**src/design/panel_mode_pkg.sv**
```systemverilog
// Panel mode decode constants: register offsets, field positions, resets.
// Assumes an APB slave with 32-bit data and word-aligned registers.
package panel_mode_pkg;

  // Register byte addresses
  localparam logic [7:0] PANEL_CFG_OFF = 8'h00;
  localparam logic [7:0] MODE_CFG_OFF = 8'h04;
  localparam logic [7:0] PWR_CFG_OFF = 8'h08;
  localparam logic [7:0] STATUS_OFF = 8'h0C;

  // Panel configuration fields
  localparam int WIDTH_LSB = 0;
  localparam int COLOR_BIT = 5;
  localparam int DUAL_BIT = 6;
  localparam int ACTIVE_BIT = 7;
  // Mode configuration fields
  localparam int HIPERF_BIT = 0;
  localparam int BPP_LSB = 6;
  // Power field
  localparam int PWR_LSB = 0;

  localparam logic [7:0] PANEL_CFG_RST = 8'h00;
  localparam logic [7:0] MODE_CFG_RST = 8'h00;
  localparam logic [1:0] PWR_RST = 2'h0;

  localparam logic [1:0] PWR_SAVE1 = 2'h0;
  localparam logic [1:0] PWR_NORMAL = 2'h3;

  // Memory clock divisors per depth; high performance uses the last
  localparam logic [3:0] MEM_DIV_1BPP = 4'h8;
  localparam logic [3:0] MEM_DIV_2BPP = 4'h4;
  localparam logic [3:0] MEM_DIV_4BPP = 4'h2;
  localparam logic [3:0] MEM_DIV_SAME = 4'h1;

  typedef enum logic [3:0] {
    FMT_RESERVED = 4'h0,
    FMT_MONO_S4 = 4'h1,
    FMT_MONO_S8 = 4'h2,
    FMT_MONO_D8 = 4'h3,
    FMT_COL_S4 = 4'h4,
    FMT_COL_S8F1 = 4'h5,
    FMT_COL_S8F2 = 4'h6,
    FMT_COL_D8 = 4'h7,
    FMT_ACT9 = 4'h8,
    FMT_ACT12 = 4'h9
  } panel_fmt_t;

  typedef struct packed {
    logic [3:0] bpp;       // 1, 2, 4 or 8 bits per pixel; 0 reserved
    logic [3:0] memDiv;    // Memory clock = pixel clock / memDiv
    logic bppValid;
  } depth_t;

endpackage : panel_mode_pkg

```
**src/design/mem_clk_divider.sv**
```systemverilog
// Memory clock enable divider: one-cycle pulse every div pixel clocks.
// Assumes the pixel rate is the module clock itself.
`timescale 1ns/1ps
module mem_clk_divider
  import panel_mode_pkg::*;
(
  // Clock and reset
  input wire logic clk,
  input wire logic rst_n,
  // Control
  input wire logic run,
  input wire logic [3:0] div,
  // Enable out
  output logic memEn
);

  logic [3:0] cnt_r;

  always_ff @(posedge clk or negedge rst_n) begin
    if (!rst_n) begin
      cnt_r <= 4'h0;
      memEn <= 1'b0;
    end else if (!run) begin
      cnt_r <= 4'h0;
      memEn <= 1'b0;
    end else if (cnt_r + 4'h1 >= div) begin
      cnt_r <= 4'h0;
      memEn <= 1'b1;
    end else begin
      cnt_r <= cnt_r + 4'h1;
      memEn <= 1'b0;
    end
  end

endmodule : mem_clk_divider

```
**src/design/panel_mode_decode.sv**
```systemverilog
// Panel output mode decode with APB configuration registers.
// Assumes an APB master on clk; the panel takes the decoded mode levels.
`timescale 1ns/1ps
module panel_mode_decode
  import panel_mode_pkg::*;
(
  // Clock and reset
  input wire logic clk,
  input wire logic rst_n,
  // APB slave
  input wire logic psel,
  input wire logic penable,
  input wire logic pwrite,
  input wire logic [7:0] paddr,
  input wire logic [31:0] pwdata,
  output logic [31:0] prdata,
  output logic pready,
  output logic pslverr,
  // Panel side
  output panel_fmt_t panelFmt,
  output logic [3:0] dataWidth,
  output logic fmtReserved,
  output logic normalMode,
  output logic pwrSave,
  output logic [3:0] bitsPerPixel,
  output logic memClkEn
);

  logic [7:0] panelCfg_r;
  logic [7:0] modeCfg_r;
  logic [1:0] pwr_r;
  panel_fmt_t fmt_nxt;
  logic [3:0] width_nxt;
  depth_t depth_nxt;
  logic wrEn;
  logic mapped;
  logic memEnRaw;
  logic [31:0] statusWord;

  // Write lands on the access edge, so a setup alone changes nothing
  assign wrEn = psel && penable && pwrite;
  assign mapped = (paddr == PANEL_CFG_OFF) || (paddr == MODE_CFG_OFF) ||
                  (paddr == PWR_CFG_OFF) || (paddr == STATUS_OFF);
  // Status reads the registered outputs, so it matches the format, width, reserved and depth pins
  assign statusWord = {16'h0000, 3'h0, fmtReserved, bitsPerPixel, dataWidth,
                       panelFmt};

  // Configuration registers, one per concern
  always_ff @(posedge clk or negedge rst_n) begin
    if (!rst_n) begin
      panelCfg_r <= PANEL_CFG_RST;
    end else if (wrEn && paddr == PANEL_CFG_OFF) begin
      panelCfg_r <= pwdata[7:0];
    end
  end

  always_ff @(posedge clk or negedge rst_n) begin
    if (!rst_n) begin
      modeCfg_r <= MODE_CFG_RST;
    end else if (wrEn && paddr == MODE_CFG_OFF) begin
      modeCfg_r <= pwdata[7:0];
    end
  end

  // Upper power bits are dropped; reserved codes are stored as written
  always_ff @(posedge clk or negedge rst_n) begin
    if (!rst_n) begin
      pwr_r <= PWR_RST;
    end else if (wrEn && paddr == PWR_CFG_OFF) begin
      pwr_r <= pwdata[PWR_LSB +: 2];
    end
  end

  // Panel format decode
  always_comb begin
    logic [1:0] w;
    w = panelCfg_r[WIDTH_LSB +: 2];
    fmt_nxt = FMT_RESERVED;
    width_nxt = 4'h0;
    if (panelCfg_r[ACTIVE_BIT]) begin
      // Dual bit ignored for active panels
      fmt_nxt = w[0] ? FMT_ACT12 : FMT_ACT9;
      width_nxt = w[0] ? 4'hC : 4'h9;
    end else begin
      case ({panelCfg_r[COLOR_BIT], panelCfg_r[DUAL_BIT], w})
        4'b0000: fmt_nxt = FMT_MONO_S4;
        4'b0001: fmt_nxt = FMT_MONO_S8;
        4'b0101: fmt_nxt = FMT_MONO_D8;
        4'b1000: fmt_nxt = FMT_COL_S4;
        4'b1001: fmt_nxt = FMT_COL_S8F1;
        4'b1011: fmt_nxt = FMT_COL_S8F2;
        4'b1101: fmt_nxt = FMT_COL_D8;
        default: fmt_nxt = FMT_RESERVED;
      endcase
      // Reserved codes leave the width at zero
      if (fmt_nxt != FMT_RESERVED) begin
        width_nxt = (w == 2'b00) ? 4'h4 : 4'h8;
      end
    end
  end

  // Depth and memory clock ratio
  always_comb begin
    depth_nxt.bppValid = 1'b1;
    case (modeCfg_r[BPP_LSB +: 2])
      2'b00: begin
        depth_nxt.bpp = 4'h1;
        depth_nxt.memDiv = MEM_DIV_1BPP;
      end
      2'b01: begin
        depth_nxt.bpp = 4'h2;
        depth_nxt.memDiv = MEM_DIV_2BPP;
      end
      2'b10: begin
        depth_nxt.bpp = 4'h4;
        depth_nxt.memDiv = MEM_DIV_4BPP;
      end
      default: begin
        depth_nxt.bpp = 4'h8;
        depth_nxt.memDiv = MEM_DIV_SAME;
        // 8 bpp gray shade is reserved
        depth_nxt.bppValid = panelCfg_r[COLOR_BIT];
      end
    endcase
    // High performance trades power for a full-rate memory clock
    if (modeCfg_r[HIPERF_BIT]) begin
      depth_nxt.memDiv = MEM_DIV_SAME;
    end
  end

  // Registered format outputs
  always_ff @(posedge clk or negedge rst_n) begin
    if (!rst_n) begin
      panelFmt <= FMT_MONO_S4;
      dataWidth <= 4'h4;
      fmtReserved <= 1'b0;
    end else begin
      panelFmt <= fmt_nxt;
      dataWidth <= width_nxt;
      fmtReserved <= (fmt_nxt == FMT_RESERVED) || !depth_nxt.bppValid;
    end
  end

  // Reserved power codes keep the panel in power save
  always_ff @(posedge clk or negedge rst_n) begin
    if (!rst_n) begin
      normalMode <= 1'b0;
      pwrSave <= 1'b1;
    end else begin
      normalMode <= (pwr_r == PWR_NORMAL);
      pwrSave <= (pwr_r != PWR_NORMAL);
    end
  end

  // Reserved depth reads as zero so software sees the refusal
  always_ff @(posedge clk or negedge rst_n) begin
    if (!rst_n) begin
      bitsPerPixel <= 4'h1;
    end else begin
      bitsPerPixel <= depth_nxt.bppValid ? depth_nxt.bpp : 4'h0;
    end
  end

  // Memory clock stops in power save
  // A ratio change takes hold on the next clock, against the running count
  mem_clk_divider u_div (
    .clk(clk),
    .rst_n(rst_n),
    .run(pwr_r == PWR_NORMAL),
    .div(depth_nxt.memDiv),
    .memEn(memEnRaw)
  );

  always_ff @(posedge clk or negedge rst_n) begin
    if (!rst_n) begin
      memClkEn <= 1'b0;
    end else begin
      // One cycle later than the divider, but straight off a flop
      memClkEn <= memEnRaw;
    end
  end

  // APB handshake: zero wait states, answer in the access cycle
  always_ff @(posedge clk or negedge rst_n) begin
    if (!rst_n) begin
      pready <= 1'b0;
      pslverr <= 1'b0;
    end else begin
      pready <= psel && !penable;
      // Unmapped offsets are refused, not aliased onto a register
      pslverr <= psel && !penable && !mapped;
    end
  end

  // Read data launched on the setup edge, standing through the access
  always_ff @(posedge clk or negedge rst_n) begin
    if (!rst_n) begin
      prdata <= 32'h0000_0000;
    end else if (psel && !penable && !pwrite) begin
      case (paddr)
        PANEL_CFG_OFF: prdata <= {24'h00_0000, panelCfg_r};
        MODE_CFG_OFF: prdata <= {24'h00_0000, modeCfg_r};
        PWR_CFG_OFF: prdata <= {30'h0000_0000, pwr_r};
        STATUS_OFF: prdata <= statusWord;
        default: prdata <= 32'h0000_0000;
      endcase
    end else begin
      prdata <= 32'h0000_0000;
    end
  end

endmodule : panel_mode_decode

```
**config.mk**
```make
export PLATFORM = sky130hd
export DESIGN_NAME = panel_mode_decode
export DESIGN_NICKNAME = d
export VERILOG_FILES = /design/src/design/panel_mode_pkg.sv /design/src/design/mem_clk_divider.sv /design/src/design/panel_mode_decode.sv
export SDC_FILE = /design/constraint.sdc
export NUM_CORES = 1
export LEC_CHECK = 0
export BUFFER_PORTS_ARGS = -buffer_cell sky130_fd_sc_hd__buf_2
export CAP_MARGIN = 20
export CORE_MARGIN = 2
export CORE_UTILIZATION = 25
export CTS_CLUSTER_SIZE = 28
export DETAILED_ROUTE_END_ITERATION = 7
export PLACE_DENSITY = 0.51
export RECOVER_POWER = 50
export SLEW_MARGIN = 5
export SYNTH_ARGS = -nofsm -noshare
export SYNTH_HDL_FRONTEND = slang
export SYNTH_SLANG_ARGS = --single-unit
```
**constraint.sdc**
```tcl
create_clock -name clk -period 2.3 [get_ports clk]
set_clock_uncertainty 0.1 [all_clocks]
set_input_delay 0 -clock clk [delete_from_list [all_inputs] [get_ports clk]]
set_output_delay 0 -clock clk [all_outputs]
set_load 0.02 [all_outputs]
```
==> results by group <==
Synth
  • Share of the synthesized area in the top cell type: 51.0%
  • Synth Warn #: 0
  • Syn_area_per_cell: 12.6 µm²
  • Largest cells by area after synthesis: dfrtp_1 51%, mux2_2 11%, buf_4 6.6%
  • Synth Register Bits: 53
  • Gate Count Post-Synth: 190
  • Synthesized area: 2400 µm²
  • Post-synth top area cell: dfrtp_1
  • Post-synthesis sequential area ratio: 55.4%
  • Count of cell types in the netlist: 39

Place
  • Hpwl dp: 3600 µm
  • Placed Area: around 2700 µm²
  • Dpl ws: 200 ps
  • PortBufs: 50
  • GP Congestion: 0.751

Global routing
  • Initial antenna violation count: 0
  • Largest net degree at the start of global routing: 33
  • First-pass GRT wire length: ~8100 µm
  • Gr usage total: 10.2%
  • Congestion Overflow GR: 0
  • Number of global-route vias before repair: 1608

Min path
  • Hold WC Path Type: input port to flip-flop
  • Min-Delay Endpoint: prdata[8]$_DFF_PN0_
  • Hold path startpoint: paddr[2]
  • Hold depth: 2

Clocking
  • Worst-skew pair later-pin latency: 300 ps
  • Total CTS buffers: 5
  • CTS Root Cell: clkbuf_8
  • Clock Tree Buf Depth: 2
  • Clock-pin slew on the worst setup and hold paths: 90 ps
  • Post-CTS setup buffers: 0
  • CTS tree: yes
  • Htree depth: 2
  • CTS sink cnt: between 50 and 60

Timing
  • Slew Limit Fails: 0
  • Setup ws final: 174 ps
  • Final setup vio count: 0
  • Period minus WS final: 2130 ps
  • Crit share post-route: between 90% and 100%
  • Slew at the pin closest to its max-slew limit: 1140 ps
  • Max Clk Rate: 470 MHz
  • RSZ-0062 raised after global routing: false
  • Relative max-transition margin: between 20% and 30%
  • Fin. Hold Viols: 0
  • TNS Setup: 0 ps

Die
  • Core ar.: 9280 µm²
  • Row count: 35
  • I/O pin cnt: 95
  • Die span in x: roughly 100 µm
  • DIE HEIGHT: 102 µm
  • Initial Utilization: around 26%
  • Full die area: 10400 µm²

Worst setup path
  • Kind of end point of the critical path: flip-flop
  • R2r setup slk: 170 ps
  • Startpoint Class: flip-flop
  • WP data arrival: 2230 ps
  • FF-to-FF End: u_div.cnt_r[2]$_DFF_PN0_
  • Worst flop-to-flop path startpoint: u_div.cnt_r[0]$_DFF_PN0_
  • Critical Path RT: 2400 ps
  • WS Path Type: flip-flop to flip-flop
  • Worst Path Max Fanout: 5
  • R2R depth: 6

Drt
  • Post-route ant nets: 0
  • Initial DRC count: between 70 and 80
  • DRC: 0
  • Routed WL per cell: 13.1 µm
  • Drt first pass iters: 3
  • Avg Vias per Cell: 4.06
  • Vias: roughly 1600
  • WL final: 5080 µm

Finish
  • Share of cells above drive strength 1: between 20 and 30%
  • Final design utilization: 31.8%
  • Nets: 307
  • ANT cells: 0
  • Cell area after layout: roughly 3000 µm²
  • Fillers: 1000
  • Area Growth Syn to Fin: 22.7%

Pwr
  • Final Power: around 1.7 mW
  • VDD IR max: around 0.00023 V
  • Leak Pwr: 1.46 nW
  • PwrDens: 566 nW/µm²

Status
  • Status: complete, no violations

Flow run
  • Max_cap viols: 0
layout make-up:
class / count / area (µm²) / share of cell area [%]
multi-input cells: 124 / 942 / 32.0
repair buffers: 68 / 393 / 13.3
well taps: 129 / 161 / 5.48
clock buffers: 7 / 96.3 / 3.27
inverters: 5 / 18.8 / 0.637
flip-flops and latches: 53 / 1330 / 45.2
clock inverters: 1 / 5.00 / 0.170
flip-flops by register name, indices dropped and copies added (netlist names), 2 cells and up:
signal,cells
bitsPerPixel,4
dataWidth,3
modeCfg_r,8
panelCfg_r,8
panelFmt,4
prdata,13
pwr_r,2
u_div.cnt_r,4
cells in the final DEF (no fill, tap or decap), types with 2 or more instances in the layout:
| cell | instances |
|---|---|
| conb_1 | 20 |
| dfstp_2 | 4 |
| a22oi_1 | 6 |
| o21ai_0 | 3 |
| and3_1 | 3 |
| clkbuf_8 | 7 |
| nor3_1 | 2 |
| and4_1 | 5 |
| mux2_2 | 23 |
| buf_4 | 2 |
| nor2b_1 | 6 |
| nand4_2 | 2 |
| nand3_1 | 2 |
| dlygate4sd3_1 | 15 |
| inv_1 | 5 |
| buf_2 | 29 |
| dfrtp_1 | 49 |
| ha_1 | 5 |
| mux4_2 | 2 |
| xnor2_1 | 2 |
| or3_1 | 2 |
| nor3b_1 | 2 |
| nor2_1 | 9 |
| nand2b_1 | 6 |
| a211oi_1 | 4 |
| nand2_1 | 5 |
| clkbuf_1 | 22 |
| and2_1 | 2 |
worst max-delay path: stages, from the launching register on:
cell and delay, ps:
dfrtp_1 440, ha_1 230, xnor2_1 220, inv_1 70, ha_1 210, a2111o_1 480
a211oi_1 280
cell usage after synthesis (all sizes together):
cell type and instances:
conb 1, ha 5, a2111o 1, or3 2
and3 4, dfstp 4, nor3b 2, o21ba 1
inv 5, nand4 3, nand2 5, a21boi 1
a21oi 1, xnor2 2, o21ai 3, dfrtp 49
buf 22, nand2b 6, and4 5, mux2 23
nor4 1, nor2 9, nor3 2, o31ai 1
o22ai 1, nor2b 6, and2 2, a211oi 4
a22oi 6, mux2i 1, mux4 2, xor2 1
or2 1, nand3 2, maj3 1, clkbuf 5
metal layers:
| metal | global-route usage (%) | up-vias | wire, µm |
|---|---|---|---|
| li1 | - | 759 | - |
| met3 | 2.33 | 5 | 289 |
| met5 | 0 | - | 0 |
| met4 | 4.62 | 0 | 102 |
| met1 | 13.3 | 760 | 2350 |
| met2 | 16.3 | 48 | 2330 |
cells by family (layout without fill, tap and decap cells):
| kind of cell | count (synthesis) | after routing | share of synthesized area [%] |
|---|---|---|---|
| muxes | 26 | 26 | 13.1 |
| AOI/OAI and AO/OA | 19 | 19 | 5.73 |
| and+or+nand+nor | 50 | 50 | 13.2 |
| other | 1 | 20 | 0.156 |
| DFF | 53 | 53 | 55.4 |
| buffers and inverters | 32 | 81 | 8.33 |
| xor gates and xnor gates | 3 | 3 | 1.09 |
| adders and majority gates | 6 | 6 | 3.02 |
worst max-delay path by stage:
stage | end | slack (ps) | startpoint
2_1_floorplan | u_div.memEn$_DFF_PN0_ | 450 | u_div.cnt_r[0]$_DFF_PN0_
3_3_place_gp | u_div.cnt_r[2]$_DFF_PN0_ | 270 | modeCfg_r[6]$_DFFE_PN0P_
3_5_place_dp | u_div.cnt_r[2]$_DFF_PN0_ | 200 | u_div.cnt_r[0]$_DFF_PN0_
4_1_cts | u_div.cnt_r[2]$_DFF_PN0_ | 170 | u_div.cnt_r[0]$_DFF_PN0_
5_1_grt | dataWidth[3]$_DFF_PN0_ | 20 | rst_n
6_report | u_div.cnt_r[2]$_DFF_PN0_ | 170 | u_div.cnt_r[0]$_DFF_PN0_
report_power, final:
group	switching [mW]	total, mW	internal [mW]
registers	0.00966	0.955	0.945
clock network	0.291	0.563	0.272
logic	0.0959	0.151	0.0548
total	0.396	1.67	1.27
what timing repair did:
action,CTS,global route
hold endpoints to repair,71,0
gates resized for setup,0,0
hold buffers,15,0
through the flow:
| stage | hold WS [ps] | std cells |
|---|---|---|
| 4_1_cts | 32.2 | 387 |
| 6_report | 30.5 | 387 |
| 2_1_floorplan | -396 | 209 |
| 5_1_grt | 47.0 | 387 |
| 3_5_place_dp | -96.0 | 364 |
| 3_3_place_gp | -109 | 364 |
Note: power is estimated with default switching activity, not from simulation.
